### src/hw/calib_readout_pkg.sv
// package: constants and carriers for the leveling-exit and calibration readout block
// assumes one core clock, commands already decoded from the pins upstream
//
// Notes on behaviour
// - feedback on prime pin, others held low unless FEEDBACK_ALL set
// - data pins undefined until update delay passes
// - mode gap then update delay before commands; code gates commands on the update delay only
// - third register bit 2 toggles readout mode
// - reads redirected to pattern register in mode
// - auto close read acts as plain read
// - reset still honoured in readout mode
// - bit 0 carries data, others copy or zero
// - chopped read: bit 2 selects nibble
// - bank, column high and misc bits ignored
// - bit 12 picks on-the-fly chop if enabled
// - normal read latency, locked loop required
// - beat 0 is lsb, beat 7 msb
// - location 0 gives alternating pattern; rest reserved
// - bit 2 clear means normal array operation
// - first register bit 7 controls leveling mode
package calib_readout_pkg;

   localparam int          MODE_CMD_GAP_CK    = 4;
   localparam int          MODE_UPDATE_NS     = 15;
   localparam int          CORE_PERIOD_NS     = 4;
   localparam int          MODE_UPDATE_CYC    = (MODE_UPDATE_NS + CORE_PERIOD_NS - 1)
                                                / CORE_PERIOD_NS;
   localparam int          BEATS_EIGHT        = 8;
   localparam int          BEATS_FOUR         = 4;
   localparam logic [1:0]  REG_SEL_ONE        = 2'h1;
   localparam logic [1:0]  REG_SEL_THREE      = 2'h3;
   localparam int          LEVEL_EN_BIT       = 7;
   localparam int          READOUT_EN_BIT     = 2;
   localparam int          CHOP_SELECT_BIT    = 12;
   localparam int          NIBBLE_BIT         = 2;
   localparam logic [1:0]  LOC_PATTERN        = 2'h0;
   localparam logic [7:0]  PATTERN_BITS       = 8'hAA;
   localparam logic [1:0]  CHOP_FIXED_EIGHT   = 2'h0;
   localparam logic [1:0]  CHOP_ON_THE_FLY    = 2'h1;
   localparam logic [1:0]  CHOP_FIXED_FOUR    = 2'h2;

   typedef struct packed {
      logic        valid;
      logic        mode_set;
      logic        read;
      logic        read_auto_close;
      logic        write;
      logic [1:0]  reg_sel;
      logic [14:0] addr;
   } cmd_type;

   typedef struct packed {
      logic        level_on;
      logic        readout_on;
      logic [1:0]  loc_sel;
      logic [1:0]  chop_mode;
      logic [7:0]  gap_cnt;
      logic [7:0]  upd_cnt;
      logic [7:0]  lat_cnt;
      logic        lat_pend;
      logic        pend_four;
      logic        pend_upper;
      logic [3:0]  beat_cnt;
      logic [2:0]  beat_idx;
      logic        lower_bit;
      logic        upper_bit;
      logic        dq_oe;
      logic        undefined_state;
      logic        array_read;
      logic        array_write;
      logic        skip_precharge;
      logic        cmd_ok;
      logic        fb_lower;
      logic        fb_upper;
   } state_type;

endpackage

### src/hw/calib_readout.sv
// module: leveling feedback, leveling exit tracking and calibration pattern readout
// assumes decoded commands and strobe samples are already on core_clk
`timescale 1ns/10ps

module calib_readout #(
   parameter int READ_LATENCY = 6,
   parameter bit FEEDBACK_ALL = 1'b0,
   parameter bit COPY_UPPER   = 1'b1
) (
   input  wire logic                        core_clk,
   input  wire logic                        arst_n,
   input  wire calib_readout_pkg::cmd_type  cmd,
   input  wire logic                        lower_strobe_pin,
   input  wire logic                        upper_strobe_pin,
   input  wire logic                        lower_clk_sample,
   input  wire logic                        upper_clk_sample,
   output logic [7:0]                       lower_lane_data,
   output logic [7:0]                       upper_lane_data,
   output logic                             lane_data_oe,
   output logic                             data_undefined,
   output logic                             level_mode,
   output logic                             readout_mode,
   output logic                             array_read,
   output logic                             array_write,
   output logic                             skip_auto_close,
   output logic                             cmd_allowed
);

   initial
   begin
      if (READ_LATENCY < 1 || READ_LATENCY > 200)
         $error("read latency out of range");
   end

   ////////////////////////////////////////////////////////////////////////////////
   // pin synchronisers: first stage feeds only the second

   logic [3:0] pin_s1_r;
   logic [3:0] pin_s2_r;
   logic       lower_strobe_prev_r;
   logic       upper_strobe_prev_r;

   always_ff @(posedge core_clk or negedge arst_n)
   begin
      if (!arst_n)
      begin
         pin_s1_r            <= 4'h0;
         pin_s2_r            <= 4'h0;
         lower_strobe_prev_r <= 1'b0;
         upper_strobe_prev_r <= 1'b0;
      end
      else
      begin
         pin_s1_r            <= {upper_clk_sample, lower_clk_sample,
                                 upper_strobe_pin, lower_strobe_pin};
         pin_s2_r            <= pin_s1_r;
         lower_strobe_prev_r <= pin_s2_r[0];
         upper_strobe_prev_r <= pin_s2_r[1];
      end
   end

   ////////////////////////////////////////////////////////////////////////////////
   // state

   calib_readout_pkg::state_type st_r;
   calib_readout_pkg::state_type st_nxt;

   logic lower_rise;
   logic upper_rise;
   logic is_read;
   logic chop;
   logic [7:0] sel_bits;

   assign lower_rise = pin_s2_r[0] && !lower_strobe_prev_r;
   assign upper_rise = pin_s2_r[1] && !upper_strobe_prev_r;
   assign is_read    = cmd.valid && (cmd.read || cmd.read_auto_close);

   // reserved locations return zeros; only the pattern location is defined
   assign sel_bits = (st_r.loc_sel == calib_readout_pkg::LOC_PATTERN) ?
                     calib_readout_pkg::PATTERN_BITS : 8'h00;

   always_comb
   begin
      st_nxt                = st_r;
      st_nxt.array_read     = 1'b0;
      st_nxt.array_write    = 1'b0;
      st_nxt.skip_precharge = 1'b0;
      chop                  = 1'b0;

      if (st_r.gap_cnt != 8'h00)
         st_nxt.gap_cnt = st_r.gap_cnt - 8'h01;
      if (st_r.upd_cnt != 8'h00)
         st_nxt.upd_cnt = st_r.upd_cnt - 8'h01;

      // strobe feedback: sampled clock level at each rising strobe edge
      if (st_r.level_on)
      begin
         if (lower_rise)
            st_nxt.fb_lower = pin_s2_r[2];
         if (upper_rise)
            st_nxt.fb_upper = pin_s2_r[3];
      end

      if (cmd.valid && cmd.mode_set)
      begin
         st_nxt.gap_cnt = 8'(calib_readout_pkg::MODE_CMD_GAP_CK);
         st_nxt.upd_cnt = 8'(calib_readout_pkg::MODE_UPDATE_CYC);
         if (cmd.reg_sel == calib_readout_pkg::REG_SEL_ONE)
         begin
            st_nxt.level_on = cmd.addr[calib_readout_pkg::LEVEL_EN_BIT];
            if (st_r.level_on && !cmd.addr[calib_readout_pkg::LEVEL_EN_BIT])
               st_nxt.undefined_state = 1'b1;
         end
         else if (cmd.reg_sel == calib_readout_pkg::REG_SEL_THREE)
         begin
            st_nxt.readout_on = cmd.addr[calib_readout_pkg::READOUT_EN_BIT];
            st_nxt.loc_sel    = cmd.addr[1:0];
         end
         else if (cmd.reg_sel == 2'h0)
            st_nxt.chop_mode = cmd.addr[1:0];
      end

      if (is_read && st_r.readout_on)
      begin
         // bank, column above bit 2 and bits 11,13,14 unused; auto close only skips the precharge
         if (st_r.chop_mode == calib_readout_pkg::CHOP_FIXED_FOUR)
            chop = 1'b1;
         else if (st_r.chop_mode == calib_readout_pkg::CHOP_ON_THE_FLY)
            chop = !cmd.addr[calib_readout_pkg::CHOP_SELECT_BIT];
         st_nxt.skip_precharge = cmd.read_auto_close;
         st_nxt.lat_pend       = 1'b1;
         st_nxt.lat_cnt        = 8'(READ_LATENCY - 1);
         st_nxt.pend_four      = chop;
         st_nxt.pend_upper     = chop && cmd.addr[calib_readout_pkg::NIBBLE_BIT];
      end
      else if (is_read)
         st_nxt.array_read = 1'b1;

      if (cmd.valid && cmd.write && !st_r.readout_on)
         st_nxt.array_write = 1'b1;

      if (st_r.lat_pend)
      begin
         if (st_r.lat_cnt != 8'h00)
            st_nxt.lat_cnt = st_r.lat_cnt - 8'h01;
         else
         begin
            st_nxt.lat_pend = 1'b0;
            st_nxt.beat_cnt = st_r.pend_four ? 4'(calib_readout_pkg::BEATS_FOUR)
                                             : 4'(calib_readout_pkg::BEATS_EIGHT);
            st_nxt.beat_idx = st_r.pend_upper ? 3'h4 : 3'h0;
         end
      end

      if (st_r.beat_cnt != 4'h0)
      begin
         st_nxt.beat_cnt = st_r.beat_cnt - 4'h1;
         st_nxt.beat_idx = st_r.beat_idx + 3'h1;
      end

      // output selection
      st_nxt.dq_oe = 1'b0;
      if (st_r.beat_cnt != 4'h0)
      begin
         st_nxt.dq_oe     = 1'b1;
         st_nxt.lower_bit = sel_bits[st_r.beat_idx];
         st_nxt.upper_bit = sel_bits[st_r.beat_idx];
      end
      else if (st_r.level_on)
      begin
         st_nxt.dq_oe     = 1'b1;
         st_nxt.lower_bit = st_r.fb_lower;
         st_nxt.upper_bit = st_r.fb_upper;
      end

      // lanes become defined in the same cycle that commands become legal
      if (st_nxt.upd_cnt == 8'h00)
         st_nxt.undefined_state = 1'b0;

      // commands legal once update delay passed; mode sets too, gap_cnt gates nothing
      st_nxt.cmd_ok = (st_nxt.upd_cnt == 8'h00);
   end

   always_ff @(posedge core_clk or negedge arst_n)
   begin
      if (!arst_n)
         st_r <= '0;
      else
         st_r <= st_nxt;
   end

   ////////////////////////////////////////////////////////////////////////////////
   // output registers: data lanes per bit

   genvar g;
   generate
      for (g = 0; g < 8; g++)
      begin : g_lane
         always_ff @(posedge core_clk or negedge arst_n)
         begin
            if (!arst_n)
            begin
               lower_lane_data[g] <= 1'b0;
               upper_lane_data[g] <= 1'b0;
            end
            else if (g == 0)
            begin
               lower_lane_data[g] <= st_nxt.lower_bit && st_nxt.dq_oe;
               upper_lane_data[g] <= st_nxt.upper_bit && st_nxt.dq_oe;
            end
            else if (st_r.beat_cnt != 4'h0)
            begin
               lower_lane_data[g] <= COPY_UPPER && st_nxt.lower_bit;
               upper_lane_data[g] <= COPY_UPPER && st_nxt.upper_bit;
            end
            else
            begin
               // non-prime pins held low in leveling outside readout bursts unless FEEDBACK_ALL is set
               lower_lane_data[g] <= FEEDBACK_ALL && st_nxt.lower_bit && st_nxt.dq_oe;
               upper_lane_data[g] <= FEEDBACK_ALL && st_nxt.upper_bit && st_nxt.dq_oe;
            end
         end
      end
   endgenerate

   always_ff @(posedge core_clk or negedge arst_n)
   begin
      if (!arst_n)
      begin
         lane_data_oe    <= 1'b0;
         data_undefined  <= 1'b0;
         level_mode      <= 1'b0;
         readout_mode    <= 1'b0;
         array_read      <= 1'b0;
         array_write     <= 1'b0;
         skip_auto_close <= 1'b0;
         cmd_allowed     <= 1'b0;
      end
      else
      begin
         lane_data_oe    <= st_nxt.dq_oe;
         data_undefined  <= st_nxt.undefined_state;
         level_mode      <= st_nxt.level_on;
         readout_mode    <= st_nxt.readout_on;
         array_read      <= st_nxt.array_read;
         array_write     <= st_nxt.array_write;
         skip_auto_close <= st_nxt.skip_precharge;
         cmd_allowed     <= st_nxt.cmd_ok;
      end
   end

endmodule

### config.mk
export PLATFORM = sky130hd
export DESIGN_NAME = calib_readout
export DESIGN_NICKNAME = d
export VERILOG_FILES = /design/src/hw/calib_readout_pkg.sv /design/src/hw/calib_readout.sv
export SDC_FILE = /design/constraint.sdc
export NUM_CORES = 1
export LEC_CHECK = 0
export BUFFER_PORTS_ARGS = -buffer_cell sky130_fd_sc_hd__buf_4
export CAP_MARGIN = 20
export CORE_ASPECT_RATIO = 0.9
export CORE_UTILIZATION = 50
export DETAILED_ROUTE_END_ITERATION = 16
export PLACE_DENSITY_LB_ADDON = 0.12
export SYNTH_ARGS = -nofsm -noshare
export SYNTH_HDL_FRONTEND = slang
export SYNTH_SLANG_ARGS = --single-unit
### constraint.sdc
create_clock -name core_clk -period 5.1 [get_ports core_clk]
set_input_delay 0.765 -clock core_clk [delete_from_list [all_inputs] [get_ports core_clk]]
set_output_delay 0.765 -clock core_clk [all_outputs]
set_load 0.005 [all_outputs]
# Word level (Yosys, flattened, before mapping)
# Index checks and enable logic that the tools add are counted.
# totals
latchBits,0
ramBits,0
output_inout_bits,24
reg_bits,64
mem_count,0
romBits,0
# op_classes
magnitude_cmp,1
n_addsub,5
n_eq_ne,5
reduce_logical,36
n_bitwise,2
mux,30
n_mul,0
n_shift,0
div,0
# ops
op,count
$mux 8,4
$reduce_bool 8->1,3
$sub 8x1->8 const B,3
$mux 7,3
$mux 16,1
$mux 1,15
$logic_and 1x1->1,11
$mux 11,1
$reduce_bool 2->1,5
$mux 3,3
$mux 9,1
$logic_not 8->1,1
$reduce_and 2->1,4
$reduce_and 3->1,2
$logic_not 1->1,5
$eq 2x1->1 const B,2
$eq 2x2->1 const B,2
$logic_not 2->1,2
$lt 3x4->1 const B,1
$mux 4,1
$reduce_and 4->1,1
$reduce_bool 4->1,1
$sub 4x1->4 const B,1
$add 3x1->3 const B,1
other kinds (4),5

# Depth between registers and ports, before layout
# logic_depth
ltp_word,8
ltp_mapped,8

# Worst setup path before layout
# Ideal clock, no wire load.
# synth_path
kind,register -> register
from,reg st_r[28] (netlist bit)
to,reg data_undefined
path_stages_with_launch,8
arrival_ns,1.765
required_time_ns,4.958
path_slack_ns,3.193
path_buffers,0
cell_sequence,dfrtp_1 > inv_1 > ha_1 > or3b_2 > nor4b_1 > a21oi_1 > o32ai_1 > a41oi_1
# synth_between
elab_chain_len,6
word_cells_on_any_way,10
# synth_rtl
element,line_no,source
start: declaration,calib_readout.sv:65,calib_readout_pkg::state_type st_r;
start signal: assignment,calib_readout.sv:189,st_r <= st_nxt;
$sub 8x1->8 or $reduce_bool 8->1 (tied branches),"calib_readout.sv:93, calib_readout.sv:92",
$mux 8 (*),calib_readout.sv:92,if (st_r.upd_cnt != 8'h00)
$mux 16 (*),calib_readout.sv:104,if (cmd.valid && cmd.mode_set)
$logic_not 8->1 (*),calib_readout.sv:177,if (st_nxt.upd_cnt == 8'h00)
$reduce_bool 2->1 (no line),-,
$reduce_and 3->1 (no line),-,
end signal: assignment,calib_readout.sv:242,data_undefined <= st_nxt.undefined_state;
end: declaration,calib_readout.sv:20,"output logic data_undefined,"
# Mark *: on every way between the ends. The rest lies on a longest branch, timed or not.
# A chain may end at the register's enable or synchronous reset.

==> flow_summary.toml <==
[global_routing]
vias_in_the_first_global_route = 1502
wire_length_of_the_first_global_routing_pass_um = 6690
grt-ovfl-total = 0
antenna_violations_before_repair = 0
grt_util_all_layers_pct = 18.3
pin_count_of_the_biggest_net_entering_global_routing = 52

[cells_and_area]
stdcell_count = 307
design.final.nets = 276
area.growth.synth_to_final_pct = 16.4
finalCoreUtilization_pct = 60.4
n_antenna_cell = 0
drive_gt1_share_pct = 25.3

[detailed_routing]
antenna_violating_nets_post_route = 0
routed_via_density = 5.21
drc = 0
wl_met2_um = 1770
routed_wire_length_per_instance_um = 12.6
dr_wl_met3_um = 215
vias = 1599
met1_wire_length_um = 1840
drt_iter0_drc = 72
drt_pass1_iterations = 4
routed_wirelength_um = 3860
highest_layer = "met4"

[die]
core_area_sq_um = 4430
fp-row-count = 23
die_width_um = 73.5
design.portCount = 52
dieArea_sq_um = 4870
start_util_pct = 51.9
die_h_um = 66.3

[synth]
synthDominantCellAreaShare_pct = 55.5
synth_area_leaders = "sky130_fd_sc_hd__dfrtp_1, sky130_fd_sc_hd__buf_4, sky130_fd_sc_hd__nor2_1, sky130_fd_sc_hd__mux2_2, sky130_fd_sc_hd__o21ai_0"
ys_seq_elements = 51
synthesis.area_per_instance_sq_um = 10.8
synthesis.area_sq_um = 2300
most_instantiated_library_cell_after_synthesis = "sky130_fd_sc_hd__dfrtp_1"
netlist_instances = 213
synth-seq-area-share_pct = 55.5
synth_fp_nets = 245
synth_common_cells = "sky130_fd_sc_hd__dfrtp_1, sky130_fd_sc_hd__nor2_1, sky130_fd_sc_hd__nand2_1"
asyncSetResetFlopFracSynth_pct = 100
synth-edff-count = 0
synth_warnings = 0
cell_type_with_the_largest_total_area_after_synthesis = "sky130_fd_sc_hd__dfrtp_1"
ys_types = 43
synthFlopType = "sky130_fd_sc_hd__dfrtp_1"

[timing]
unrepaired_setup_endpoints_after_global_routing = "no"
timing.final.hold_violations = 0
max_freq_ghz = 0.450
timing.max_slew.rel_slack_pct = 54.9
skew_ns = 0.00624
finalCritPeriodShare_pct = 43.5
shortest_clock_period_the_worst_path_allows_after_layout_ns = 2.22
fin_tns_setup_ns = 0
worst_tran_pin_value_ns = 0.674
report.final.setup_viol = 0
max_slew_violation_count = 0

[cts]
cts_setup_buffers = 0
clk_root_buffer_cell = "sky130_fd_sc_hd__clkbuf_8"
max-clock-path-buffers = 2
cts.sinks = 51
clock_tree.htree_level_count = 2
tritoncts.num_buffers = 5
cts_tree = "built"
cts_resized = 0
clk_pin_slew_worst_paths_ns = 0.09
clock_insertion_delay_worst_skew_ns = 0.29
postCtsHoldBufs = 0

[placed_design]
placed_cells = 299
place.port_buffers = 41
post-dp-hpwl_um = 2810
place.gp.congestion = 0.784

[setup_path]
timing.setup.critical_path_class = "reg -> reg"
timing.critical_path.to_type = "flip-flop"
worst-path-max-fanout = 12
worstPathArrival_ns = 2.39
worstSetupStartpointType = "flip-flop"
worst-endpoint-required_ns = 5.27

[pwr]
static-leakage-power_nw = 1.26
p_per_area_nw_per_um2 = 517
peakVddDrop_v = 0.000317

[hold_path]
hold_class = "reg -> reg"

[run]
reported_max_cap_violation_count = 0

[status]
run_status = "complete, no violations"
-- final timing paths --
check | from | to | slack [ns] | cells after the start
worst max register to register | st_r[23]$_DFF_PN0_ | st_r[22]$_DFF_PN0_ | 2.88 | 5
min in group asynchronous | arst_n | st_r[26]$_DFF_PN0_ | 0.48 | 1
worst max-delay path | st_r[23]$_DFF_PN0_ | st_r[22]$_DFF_PN0_ | 2.88 | 5
max in group asynchronous | arst_n | st_r[19]$_DFF_PN0_ | 4.21 | 1
worst min register to register | pin_s1_r[1]$_DFF_PN0_ | pin_s2_r[1]$_DFF_PN0_ | 0.35 | 0
worst min-delay path | pin_s1_r[1]$_DFF_PN0_ | pin_s2_r[1]$_DFF_PN0_ | 0.35 | 0
-- flip-flops by register name, summed over array words and instances (netlist names), 2 cells and up --
| signal | count |
|---|---|
| pin_s2_r | 4 |
| st_r | 29 |
| lower_lane_data | 2 |
| pin_s1_r | 4 |
| upper_lane_data | 2 |
-- cell families (layout without fill, tap and decap cells) --
group	after synthesis	count (layout)	share of synthesized area [%]
fa+ha+maj	4	4	2.18
compound gates	35	35	10.5
xor+xnor	6	6	2.29
buf+inv	28	60	6.70
simple gates	78	78	17.6
mux	11	11	5.23
flops	51	51	55.5
-- cell usage in the layout (no fill, tap or decap), drive strengths merged, types with 2 or more instances in the layout --
cell,instances
a211oi,2
a21oi,8
a31oi,2
and2,2
buf,41
clkbuf,7
dfrtp,51
ha,4
inv,11
mux2,8
mux2i,3
nand2,16
nand2b,3
nand3,5
nand3b,3
nor2,26
nor3,5
nor3b,2
nor4b,2
o21ai,12
o2bb2ai,2
o31ai,3
o41ai,2
or2,2
or3,2
or4,2
xnor2,5
-- metal layers --
metal / vias up / track usage, %
li1: 787 / -
met5: - / 0
met2: 37 / 29.0
met4: 0 / 7.45
met3: 5 / 5.18
met1: 770 / 23.6
-- where the power goes --
part	total, mW	internal [mW]	switching [mW]
Combinational	0.497	0.246	0.251
Sequential	0.639	0.520	0.119
Clock	0.248	0.123	0.124
Total	1.38	0.889	0.494
-- worst max-delay path, stage by stage, from the launching register on --
cell                      delay (ns)
sky130_fd_sc_hd__dfrtp_1        0.43
sky130_fd_sc_hd__or4_4          0.58
sky130_fd_sc_hd__o41ai_4        0.57
sky130_fd_sc_hd__mux2_1         0.38
sky130_fd_sc_hd__nor2_1         0.08
sky130_fd_sc_hd__a31oi_1        0.04
-- final cells by class --
| type | count | area, sq um |
|---|---|---|
| fillers | 396 | 1760 |
| flip-flops and latches | 51 | 1280 |
| multi-input cells | 134 | 868 |
| repair buffers | 41 | 308 |
| clock buffers | 7 | 96.3 |
| well taps | 62 | 77.6 |
| inverters | 11 | 41.3 |
| clock inverters | 1 | 7.51 |
-- stage by stage --
stage	area, sq um	total power, mW	setup slack, ns	hold WS (ns)
5_1_grt	2680	1.50	2.77	0.364
6_report	2680	1.38	2.88	0.353
4_1_cts	2680	1.40	2.87	0.356
2_1_floorplan	2300	1.01	3.19	0.331
3_3_place_gp	2570	1.13	2.89	0.335
3_5_place_dp	2570	1.15	2.89	0.335
Power figures use the tool's default switching activity.
